## src/lcell_regs.svh

```systemverilog
// constants for the logic cell and its group, pin and global logic
// assumes inclusion by lcell_top only
//
// Function
// - each cell evaluates any boolean function of four inputs by table.
// - the cell register only captures table or counter data while its own clock enable is high.
// - in counter mode the cascade input becomes a synchronous clear.
// - in counter mode the table splits into a data half and a carry half.
// - counter load picks count or load data, then clear forces zero.
// - the emulated bus reads low when several drivers are enabled.
// - the emulated bus reads high when none is enabled, built as a mux.
// - the asynchronous clear comes from group line a or b by choice, always from b in load and clear mode.
// - asynchronous load puts the fourth data input in at once on line a.
// - clear and preset are active low and unused ones sit high.
// - six asynchronous control modes are offered.
// - global lines come from dedicated pins or internal peripheral logic.
// - when enabled, a low chip output enable floats every device output.
// - the chip reset also resets the pin cell registers.
// - four group lines, each with its own inversion, serve all cells.
`ifndef LCELL_REGS_SVH
`define LCELL_REGS_SVH

// ---------------------------------------------------------------------------
// widths and reset values
// ---------------------------------------------------------------------------
`define LCELL_LUT_W       16
`define LCELL_HALF_W      8
`define LCELL_CARRY_BASE  4'h8
`define LCELL_GLOBAL_N    4
`define LCELL_GROUP_N     4
`define LCELL_Q_RST       1'h0
`define LCELL_PIN_RST     1'h0
`define LCELL_BUS_IDLE    1'h1
`define LCELL_BUS_FIGHT   1'h0
`define LCELL_GLOBAL_RST  4'h0
`define LCELL_SYNC_RST    3'h0
`define LCELL_OE_SYNC_RST 3'h7
`define LCELL_OE_RST      1'h1
`define LCELL_CRST_RST    1'h0
`define LCELL_GROUP_RST   4'h0

`endif

```

## src/lcell_pkg.sv

```systemverilog
// types shared by the logic cell top and its bench
// assumes nothing beyond a SystemVerilog compiler
package lcell_pkg;

  // ---------------------------------------------------------------------------
  // asynchronous control modes
  // ---------------------------------------------------------------------------
  typedef enum logic [2:0] {
    LCELL_ASY_CLR,
    LCELL_ASY_PRE,
    LCELL_ASY_CLR_PRE,
    LCELL_ASY_LOAD_CLR,
    LCELL_ASY_LOAD_PRE,
    LCELL_ASY_LOAD_NONE
  } lcell_asy_mode_t;

  // ---------------------------------------------------------------------------
  // static configuration of one cell, its group and the chip options
  // ---------------------------------------------------------------------------
  typedef struct packed {
    logic [15:0]     lut_mask;
    logic            counter_mode;
    lcell_asy_mode_t asy_mode;
    logic            clr_from_b;
    logic [3:0]      group_invert;
    logic [3:0]      global_from_int;
    logic            oe_ctrl_enable;
  } lcell_cfg_t;

endpackage : lcell_pkg

```

## src/lcell_top.sv

```systemverilog
// logic cell with register controls, group lines, bus emulation,
// global line select, chip output enable and pin cell registers
// assumes cfg_i is static while running; pins are asynchronous to clk_sys_i
`include "lcell_regs.svh"

module lcell_top #(
  parameter int BUS_N = 4,
  parameter int PIN_N = 8
) (
  input  wire logic                 clk_sys_i,
  input  wire logic                 rst_b_i,
  input  wire logic                 clk_en_i,
  input  wire lcell_pkg::lcell_cfg_t cfg_i,
  input  wire logic [3:0]           cell_data_i,
  input  wire logic                 cell_ena_i,
  input  wire logic                 sync_load_i,
  input  wire logic                 cascade_in_i,
  input  wire logic                 carry_in_i,
  input  wire logic [3:0]           group_raw_i,
  input  wire logic [BUS_N-1:0]     bus_oe_i,
  input  wire logic [BUS_N-1:0]     bus_data_i,
  input  wire logic [3:0]           global_pin_i,
  input  wire logic [3:0]           global_int_i,
  input  wire logic                 chip_output_enable_i,
  input  wire logic                 chip_reset_b_i,
  input  wire logic [PIN_N-1:0]     pin_data_i,
  input  wire logic [PIN_N-1:0]     pin_oe_req_i,
  output logic                      cell_q_o,
  output logic                      cell_comb_o,
  output logic                      cascade_out_o,
  output logic                      carry_out_o,
  output logic [3:0]                group_line_o,
  output logic                      bus_o,
  output logic [3:0]                global_line_o,
  output logic [PIN_N-1:0]          pin_out_o,
  output logic [PIN_N-1:0]          pin_oe_o
);

  // ---------------------------------------------------------------------------
  // elaboration checks
  // ---------------------------------------------------------------------------
  // bus driver count is held in seven bits
  if (BUS_N < 1 || BUS_N > 64 || PIN_N < 1)
  begin : g_par_chk
    $error("BUS_N must be 1 to 64 and PIN_N at least 1");
  end

  // ---------------------------------------------------------------------------
  // helpers
  // ---------------------------------------------------------------------------
  function automatic logic lut4(input logic [15:0] mask,
                                input logic [3:0]  sel);
    lut4 = mask[sel];
  endfunction

  // a change counts once stages two and three agree
  function automatic logic [3:0] settle(input logic [3:0] old_v,
                                       input logic [3:0] s2,
                                       input logic [3:0] s3);
    settle = (s2 & s3) | (old_v & (s2 | s3));
  endfunction

  // ---------------------------------------------------------------------------
  // pin synchronisers: three stages, stage one read by stage two only
  // ---------------------------------------------------------------------------
  logic [3:0] gpin_s1_ff;
  logic [3:0] gpin_s2_ff;
  logic [3:0] gpin_s3_ff;
  logic [3:0] gpin_ff;
  logic [2:0] oe_sync_ff;
  logic       oe_ff;
  logic [2:0] crst_sync_ff;
  logic       crst_b_ff;

  always_ff @(posedge clk_sys_i)
  begin
    if (!rst_b_i)
    begin
      gpin_s1_ff <= `LCELL_GLOBAL_RST;
      gpin_s2_ff <= `LCELL_GLOBAL_RST;
      gpin_s3_ff <= `LCELL_GLOBAL_RST;
      gpin_ff    <= `LCELL_GLOBAL_RST;
    end
    else if (clk_en_i)
    begin
      gpin_s1_ff <= global_pin_i;
      gpin_s2_ff <= gpin_s1_ff;
      gpin_s3_ff <= gpin_s2_ff;
      gpin_ff    <= settle(gpin_ff, gpin_s2_ff, gpin_s3_ff);
    end
  end

  // output enable pin idles high so outputs are not floated once reset ends
  always_ff @(posedge clk_sys_i)
  begin
    if (!rst_b_i)
    begin
      oe_sync_ff   <= `LCELL_OE_SYNC_RST;
      oe_ff        <= `LCELL_OE_RST;
      crst_sync_ff <= `LCELL_SYNC_RST;
      crst_b_ff    <= `LCELL_CRST_RST;
    end
    else if (clk_en_i)
    begin
      oe_sync_ff   <= {oe_sync_ff[1:0], chip_output_enable_i};
      crst_sync_ff <= {crst_sync_ff[1:0], chip_reset_b_i};
      if (oe_sync_ff[1] == oe_sync_ff[2])
      begin
        oe_ff <= oe_sync_ff[2];
      end
      if (crst_sync_ff[1] == crst_sync_ff[2])
      begin
        crst_b_ff <= crst_sync_ff[2];
      end
    end
  end

  // ---------------------------------------------------------------------------
  // group control lines with inversion
  // ---------------------------------------------------------------------------
  logic [3:0] grp;
  logic       group_ctrl_a;
  logic       group_ctrl_b;

  assign grp          = group_raw_i ^ cfg_i.group_invert;
  assign group_ctrl_a = grp[2];
  assign group_ctrl_b = grp[3];

  always_ff @(posedge clk_sys_i)
  begin
    if (!rst_b_i)
    begin
      group_line_o <= `LCELL_GROUP_RST;
    end
    else if (clk_en_i)
    begin
      group_line_o <= grp;
    end
  end

  // ---------------------------------------------------------------------------
  // asynchronous control decode
  // ---------------------------------------------------------------------------
  logic clr_line_b;
  logic other_line_b;
  logic asy_clr_b;
  logic asy_pre_b;
  logic asy_load;
  logic asy_act;
  logic asy_val;

  assign clr_line_b   = cfg_i.clr_from_b ? group_ctrl_b : group_ctrl_a;
  assign other_line_b = cfg_i.clr_from_b ? group_ctrl_a : group_ctrl_b;

  always_comb
  begin
    // unused clear and preset sit high, unused load sits low; none of them acts
    asy_clr_b = 1'h1;
    asy_pre_b = 1'h1;
    asy_load  = 1'h0;
    case (cfg_i.asy_mode)
      lcell_pkg::LCELL_ASY_CLR:
      begin
        asy_clr_b = clr_line_b;
      end
      lcell_pkg::LCELL_ASY_PRE:
      begin
        asy_pre_b = other_line_b;
      end
      lcell_pkg::LCELL_ASY_CLR_PRE:
      begin
        asy_clr_b = clr_line_b;
        asy_pre_b = other_line_b;
      end
      lcell_pkg::LCELL_ASY_LOAD_CLR:
      begin
        asy_load  = group_ctrl_a;
        asy_clr_b = group_ctrl_b;
      end
      lcell_pkg::LCELL_ASY_LOAD_PRE:
      begin
        asy_load  = group_ctrl_a;
        asy_pre_b = group_ctrl_b;
      end
      lcell_pkg::LCELL_ASY_LOAD_NONE:
      begin
        asy_load  = group_ctrl_a;
      end
      default:
      begin
        asy_load  = 1'h0;
      end
    endcase
  end

  // clear beats preset beats load
  assign asy_act = !asy_clr_b || !asy_pre_b || asy_load;
  assign asy_val = !asy_clr_b ? 1'h0 :
                   !asy_pre_b ? 1'h1 : cell_data_i[3];

  // ---------------------------------------------------------------------------
  // table and counter datapath
  // ---------------------------------------------------------------------------
  logic q_ff;
  logic lut_out;
  logic cnt_sum;
  logic cnt_carry;
  logic cnt_next;
  logic nxt_q;

  assign lut_out   = lut4(cfg_i.lut_mask, cell_data_i);
  // counter halves read data bit 0, the register output and carry in
  assign cnt_sum   = lut4(cfg_i.lut_mask,
                          {1'h0, carry_in_i, cell_data_i[0], q_ff});
  assign cnt_carry = lut4(cfg_i.lut_mask,
                          `LCELL_CARRY_BASE |
                          {1'h0, carry_in_i, cell_data_i[0], q_ff});
  // cascade input serves as an active-low synchronous clear here
  assign cnt_next  = (sync_load_i ? cell_data_i[2] : cnt_sum)
                     & cascade_in_i;
  assign nxt_q     = cfg_i.counter_mode ? cnt_next : lut_out;

  always_ff @(posedge clk_sys_i)
  begin
    if (!rst_b_i || !crst_b_ff)
    begin
      q_ff <= `LCELL_Q_RST;
    end
    else if (clk_en_i)
    begin
      if (asy_act)
      begin
        q_ff <= asy_val;
      end
      else if (cell_ena_i)
      begin
        q_ff <= nxt_q;
      end
    end
  end

  // async controls show at once, not a cycle late
  assign cell_q_o = asy_act ? asy_val : q_ff;

  always_ff @(posedge clk_sys_i)
  begin
    if (!rst_b_i)
    begin
      cell_comb_o   <= 1'h0;
      cascade_out_o <= 1'h0;
      carry_out_o   <= 1'h0;
    end
    else if (clk_en_i)
    begin
      cell_comb_o   <= lut_out;
      cascade_out_o <= cfg_i.counter_mode ? 1'h0 : (lut_out & cascade_in_i);
      carry_out_o   <= cfg_i.counter_mode ? cnt_carry : 1'h0;
    end
  end

  // ---------------------------------------------------------------------------
  // emulated internal bus: a mux, never a floating wire
  // ---------------------------------------------------------------------------
  logic [6:0] drv_cnt;
  logic       nxt_bus;

  always_comb
  begin
    drv_cnt = 7'($countones(bus_oe_i));
    if (drv_cnt == 7'h00)
    begin
      nxt_bus = `LCELL_BUS_IDLE;
    end
    else if (drv_cnt != 7'h01)
    begin
      nxt_bus = `LCELL_BUS_FIGHT;
    end
    else
    begin
      nxt_bus = |(bus_oe_i & bus_data_i);
    end
  end

  always_ff @(posedge clk_sys_i)
  begin
    if (!rst_b_i)
    begin
      bus_o <= `LCELL_BUS_IDLE;
    end
    else if (clk_en_i)
    begin
      bus_o <= nxt_bus;
    end
  end

  // ---------------------------------------------------------------------------
  // global lines: pin or internal source per line
  // ---------------------------------------------------------------------------
  always_ff @(posedge clk_sys_i)
  begin
    if (!rst_b_i)
    begin
      global_line_o <= `LCELL_GLOBAL_RST;
    end
    else if (clk_en_i)
    begin
      global_line_o <= (cfg_i.global_from_int & global_int_i)
                     | (~cfg_i.global_from_int & gpin_ff);
    end
  end

  // ---------------------------------------------------------------------------
  // pin cell registers and chip output enable
  // ---------------------------------------------------------------------------
  logic float_all;

  assign float_all = cfg_i.oe_ctrl_enable && !oe_ff;

  always_ff @(posedge clk_sys_i)
  begin
    if (!rst_b_i || !crst_b_ff)
    begin
      pin_out_o <= {PIN_N{`LCELL_PIN_RST}};
      pin_oe_o  <= {PIN_N{1'h0}};
    end
    else if (clk_en_i)
    begin
      pin_out_o <= pin_data_i;
      pin_oe_o  <= float_all ? {PIN_N{1'h0}} : pin_oe_req_i;
    end
  end

endmodule // lcell_top

```

## config.mk

```make
export PLATFORM = sky130hd
export DESIGN_NAME = lcell_top
export DESIGN_NICKNAME = d
export VERILOG_FILES = /design/src/lcell_pkg.sv /design/src/lcell_top.sv
export VERILOG_INCLUDE_DIRS = /design/src
export SDC_FILE = /design/constraint.sdc
export NUM_CORES = 1
export LEC_CHECK = 0
export ABC_AREA = 1
export BUFFER_PORTS_ARGS = -buffer_cell sky130_fd_sc_hd__buf_2
export CELL_PAD_IN_SITES_DETAIL_PLACEMENT = 1
export CELL_PAD_IN_SITES_GLOBAL_PLACEMENT = 2
export CORE_MARGIN = 2
export CORE_UTILIZATION = 23
export CTS_BUF_LIST = sky130_fd_sc_hd__clkbuf_8
export DETAILED_ROUTE_END_ITERATION = 12
export PLACE_DENSITY = 0.75
export SLEW_MARGIN = 20
export SYNTH_ARGS = -nofsm -noshare
export SYNTH_HDL_FRONTEND = slang
export SYNTH_SLANG_ARGS = --single-unit
```

## constraint.sdc

```tcl
create_clock -name clk_sys_i -period 1.65 [get_ports clk_sys_i]
set_input_delay 0.33 -clock clk_sys_i [delete_from_list [all_inputs] [get_ports clk_sys_i]]
set_output_delay 0.33 -clock clk_sys_i [all_outputs]
set_load 0.005 [all_outputs]
```

==> results by stage <==
Timing:
- The setup-violating endpoint count in the final report is 0.
- The top achievable clock speed is 0.647 GHz.
- The number of endpoints with negative hold slack in the final report is 0.
- The share of the clock period used by the worst path after layout is 0.937.
- For the pin with the worst max-slew slack, the measured transition is approximately 500 ps.
- The worst pin sits at a relative slew slack of 0.668.
- The worst path needs approximately 1500 ps of the cycle, external delays included.
- The final-report max-slew violation count came to 0.
- The tightest hold path in the finished design has a slack of approximately 250 ps.
- The clock arrives with between 10 and 15 ps of skew.

Synth:
- Counting every net in the synthesized netlist gives about 460.
- The post-synthesis instance area is between 2000 and 3000 um2.
- The number of warnings issued by yosys is 0.
- The average instance in the mapped netlist occupies 6.83 um2.
- The register bit total from synthesis is 53.
- The number of distinct standard cells referenced by the synthesized netlist is 24.
- In the synthesized netlist, the number of instances is 377.
- The proportion of synthesized chip area in sequential cells is 0.412.

Finish:
- Relative to the synthesized area, the layout overhead comes to 31.4%.
- The fraction of layout instances using a drive strength above 1 is 0.297.
- The total inserted antenna cells is 0.
- The final net count is ~560.
- The cell area after layout is between 3000 and 4000 um2.

Route:
- The wire length after detailed routing is ~7.8 mm.
- In the routed design, unresolved DRC markers number 0.
- The remaining antenna violation count after routing is 0.
- The routed length on met1 is 3.44 mm.
- The first routing iteration left around 110 violations.
- The wire length on met2 is about 3.9 mm.
- Dividing the detail-routed wire length by the instance count gives 12.6 um.
- The final route contains ~2.8k vias.
- The first detailed-routing pass ran for 4 iterations.
- Signal routing reaches up to met4.
- Using the TritonRoute via totals, the vias-per-cell ratio works out to around 4.5.
- The length of routed met3 wiring is around 430 um.

CTS:
- TritonCTS built the clock tree.
- The number of buffers created by CTS is 5.
- The number of clock sinks is 53.
- The clock reaches the later pin of the worst-skew pair after 300 ps.
- Clock tree synthesis selected as its root buffer the cell clkbuf_8.
- The register clock-pin slew on the reported worst setup and hold paths is 100 ps.
- The clock passes through at most 2 buffers.
- The H-tree depth reported by CTS is 2.

Floorplanning:
- Pin placement for this block handled approximately 110 I/O pins.
- The floorplan step set the die height to between 100 and 150 um.
- The horizontal die dimension is roughly 110 um.
- The floorplan step defined a core boundary enclosing around 11000 um2.
- The floorplan has 38 rows.
- The starting density of the core is 0.237.
- The overall die area is ~12000 um2.

Critical path:
- The number of cells on the worst reg-to-reg path is 7.
- Tracing the worst setup path back leads to its startpoint at cfg_i[12].
- The worst setup path is captured at an output pin.
- The largest driver fanout on the critical path is 4.
- The worst register-to-register path begins at q_ff$_SDFFE_PP0P_.
- The end of the worst register-to-register path is q_ff$_SDFFE_PP0P_.
- For the worst setup path, the data required time is about 1300 ps.
- The setup check on the worst reg-to-reg path leaves a slack of 620 ps.
- The type of element launching the critical path is an input pin.
- Data on the critical path arrives at its endpoint at about 1200 ps.
- The classification of the worst setup path is input pin to output pin.
- The most critical setup path has its endpoint at cell_q_o.

Power and ir drop:
- Of the total power, registers draw 0.528.
- The analysis attributes to cell leakage a power of about 0.0017 uW.
- The total power density per cell area is around 750 nW/um2.
- The internal power is between 1500 and 2000 uW.
- Across the VDD grid, the largest voltage drop is 0.450 mV.
- Of the total power, combinational logic draws 0.177.
- Summed over all nets, the switching power comes to 697 uW.
- The switching power as a share of total power is 0.273.
- The share of total power dissipated in the clock network is 0.294.

Worst hold path:
- The start point of the worst hold path is global_pin_i[3].
- The type of the tightest min-delay check is input pin to flip-flop.

Global routing:
- The aggregate global-route resource usage is 0.127.
- The global-route wire length before repair is 12.2 mm.
- The largest net degree at the start of global routing is 39.
- The via count of the first global-routing pass is 2659.
- The total grt overflow is 0.
- The number of antenna violations at the first check in global routing is 0.

Outcome:
- The run finished with clean final reports.

Placement:
- Detailed placement finished with a half-perimeter wire length of 6.17 mm.
- In this run the tool buffered the top-level ports with around 110 buffer cells.
- The area of placed instances is about 3300 um2.
- The last weighted congestion value of the routability-driven placer is around 0.8.

Job:
- Across the run, the number of max-cap violations was 0.
==> kinds of logic (layout without fill, tap and decap cells) <==
group / after synthesis / in the layout / share of synthesized area
DFF: 53 / 53 / 0.412
buffers and inverters: 64 / 168 / 0.102
AOI/OAI and AO/OA: 83 / 83 / 0.179
adders and majority gates: 3 / 3 / 0.0175
xor gates and xnor gates: 2 / 2 / 0.00680
and+or+nand+nor: 172 / 172 / 0.283
==> metal layers <==
metal,up-vias,track usage
li1,1416,-
met1,1292,0.156
met2,59,0.231
met3,2,0.0261
met4,0,0.0163
met5,-,0
==> stage by stage <==
stage	utilization	setup WS (ps)	setup TNS [ps]	power [uW]	std cells
2_1_floorplan	-	75.5	0	1620	377
3_3_place_gp	0.300	-90.7	-90.7	1810	614
3_5_place_dp	0.300	-197	-197	1830	614
4_1_cts	0.308	27.3	0	2620	621
5_1_grt	0.311	-16.4	-16.4	2730	621
6_report	0.311	104	0	2550	621
==> final cells by class <==
type | instances | area [um2]
clock buffers | 6 | 82.6
clock inverters | 1 | 7.51
fillers | 1400 | 7500
inverters | 47 | 176
multi-input cells | 260 | 1280
flip-flops and latches | 53 | 1060
well taps | 140 | 175
repair buffers | 114 | 601
==> worst min-delay path by stage <==
stage                            endpoint  slack (ps)  cells past startpoint
3_3_place_gp   oe_sync_ff[1]$_SDFFE_PN1P_         450                      2
5_1_grt          pin_oe_o[6]$_SDFFE_PP0P_         260                      3
6_report       gpin_s1_ff[3]$_SDFFE_PN0P_         250                      3
2_1_floorplan  oe_sync_ff[0]$_SDFFE_PN1P_         430                      2
3_5_place_dp   oe_sync_ff[1]$_SDFFE_PN1P_         450                      2
4_1_cts        gpin_s1_ff[3]$_SDFFE_PN0P_         240                      3
==> repair_timing <==
action	4_1_cts	5_1_grt
setup endpoints to repair	1	1
gates resized for setup	1	10
pin swaps	0	5
hold buffers	0	0
buffers inserted	0	0
==> cell usage after synthesis <==
cell type   n  share of area
nand3_1    23          0.045
o21ai_0    36          0.070
or2_4       1         0.0034
dfxtp_1    53           0.41
a22o_1      1         0.0034
buf_6       1         0.0044
clkbuf_1   12          0.017
o211ai_1   14          0.041
nor2_1     44          0.064
nand4_1     3         0.0073
nand3_2     5          0.019
nand3b_1    1         0.0029
buf_8       1         0.0058
o211ai_2    1         0.0049
inv_2       3         0.0044
nor3_1      1         0.0019
fa_1        1         0.0078
nand2_2     2         0.0049
a21oi_1    31          0.060
ha_1        2         0.0097
nand2_1    92           0.13
inv_1      44          0.064
xor2_1      2         0.0068
buf_2       3         0.0058
==> power groups by stage <==
stage / sequential [uW] / clock (uW) / combinational [uW]
global placement: 1380 / 0 / 436
global route: 1360 / 856 / 519
floorplan: 1380 / 0 / 246
finish: 1350 / 751 / 453
CTS: 1350 / 814 / 452
detailed placement: 1380 / 0 / 449
==> worst max-delay path, stage by stage <==
cell     delay, ps
buf_2          110
inv_2           80
nand2_2         60
nor2_2         110
nand2_2         50
nand3_2         70
nand2_2         60
nor2_4         110
nand2_1         50
nand2_1         60
buf_2          110
==> registers in the layout, indices dropped and copies added, names as in the netlist <==
name and flops:
oe_ff 1, oe_sync_ff 3, crst_sync_ff 3, gpin_s2_ff 4
q_ff 1, gpin_s3_ff 4, gpin_ff 4, group_line_o 4
pin_out_o 8, gpin_s1_ff 4, global_line_o 4, cell_comb_o 1
crst_b_ff 1, carry_out_o 1, cascade_out_o 1, pin_oe_o 8
bus_o 1
==> placed cells by master (no fill, tap or decap), drive strengths merged, types with 2 or more instances in the layout <==
cell type  instances
buf              114
nand2             94
dfxtp             53
inv               46
nor2              44
o21ai             36
a21oi             31
nand3             28
o211ai            15
clkbuf             6
nand4              3
xor2               2
ha                 2
Power figures use the tool's default switching activity.
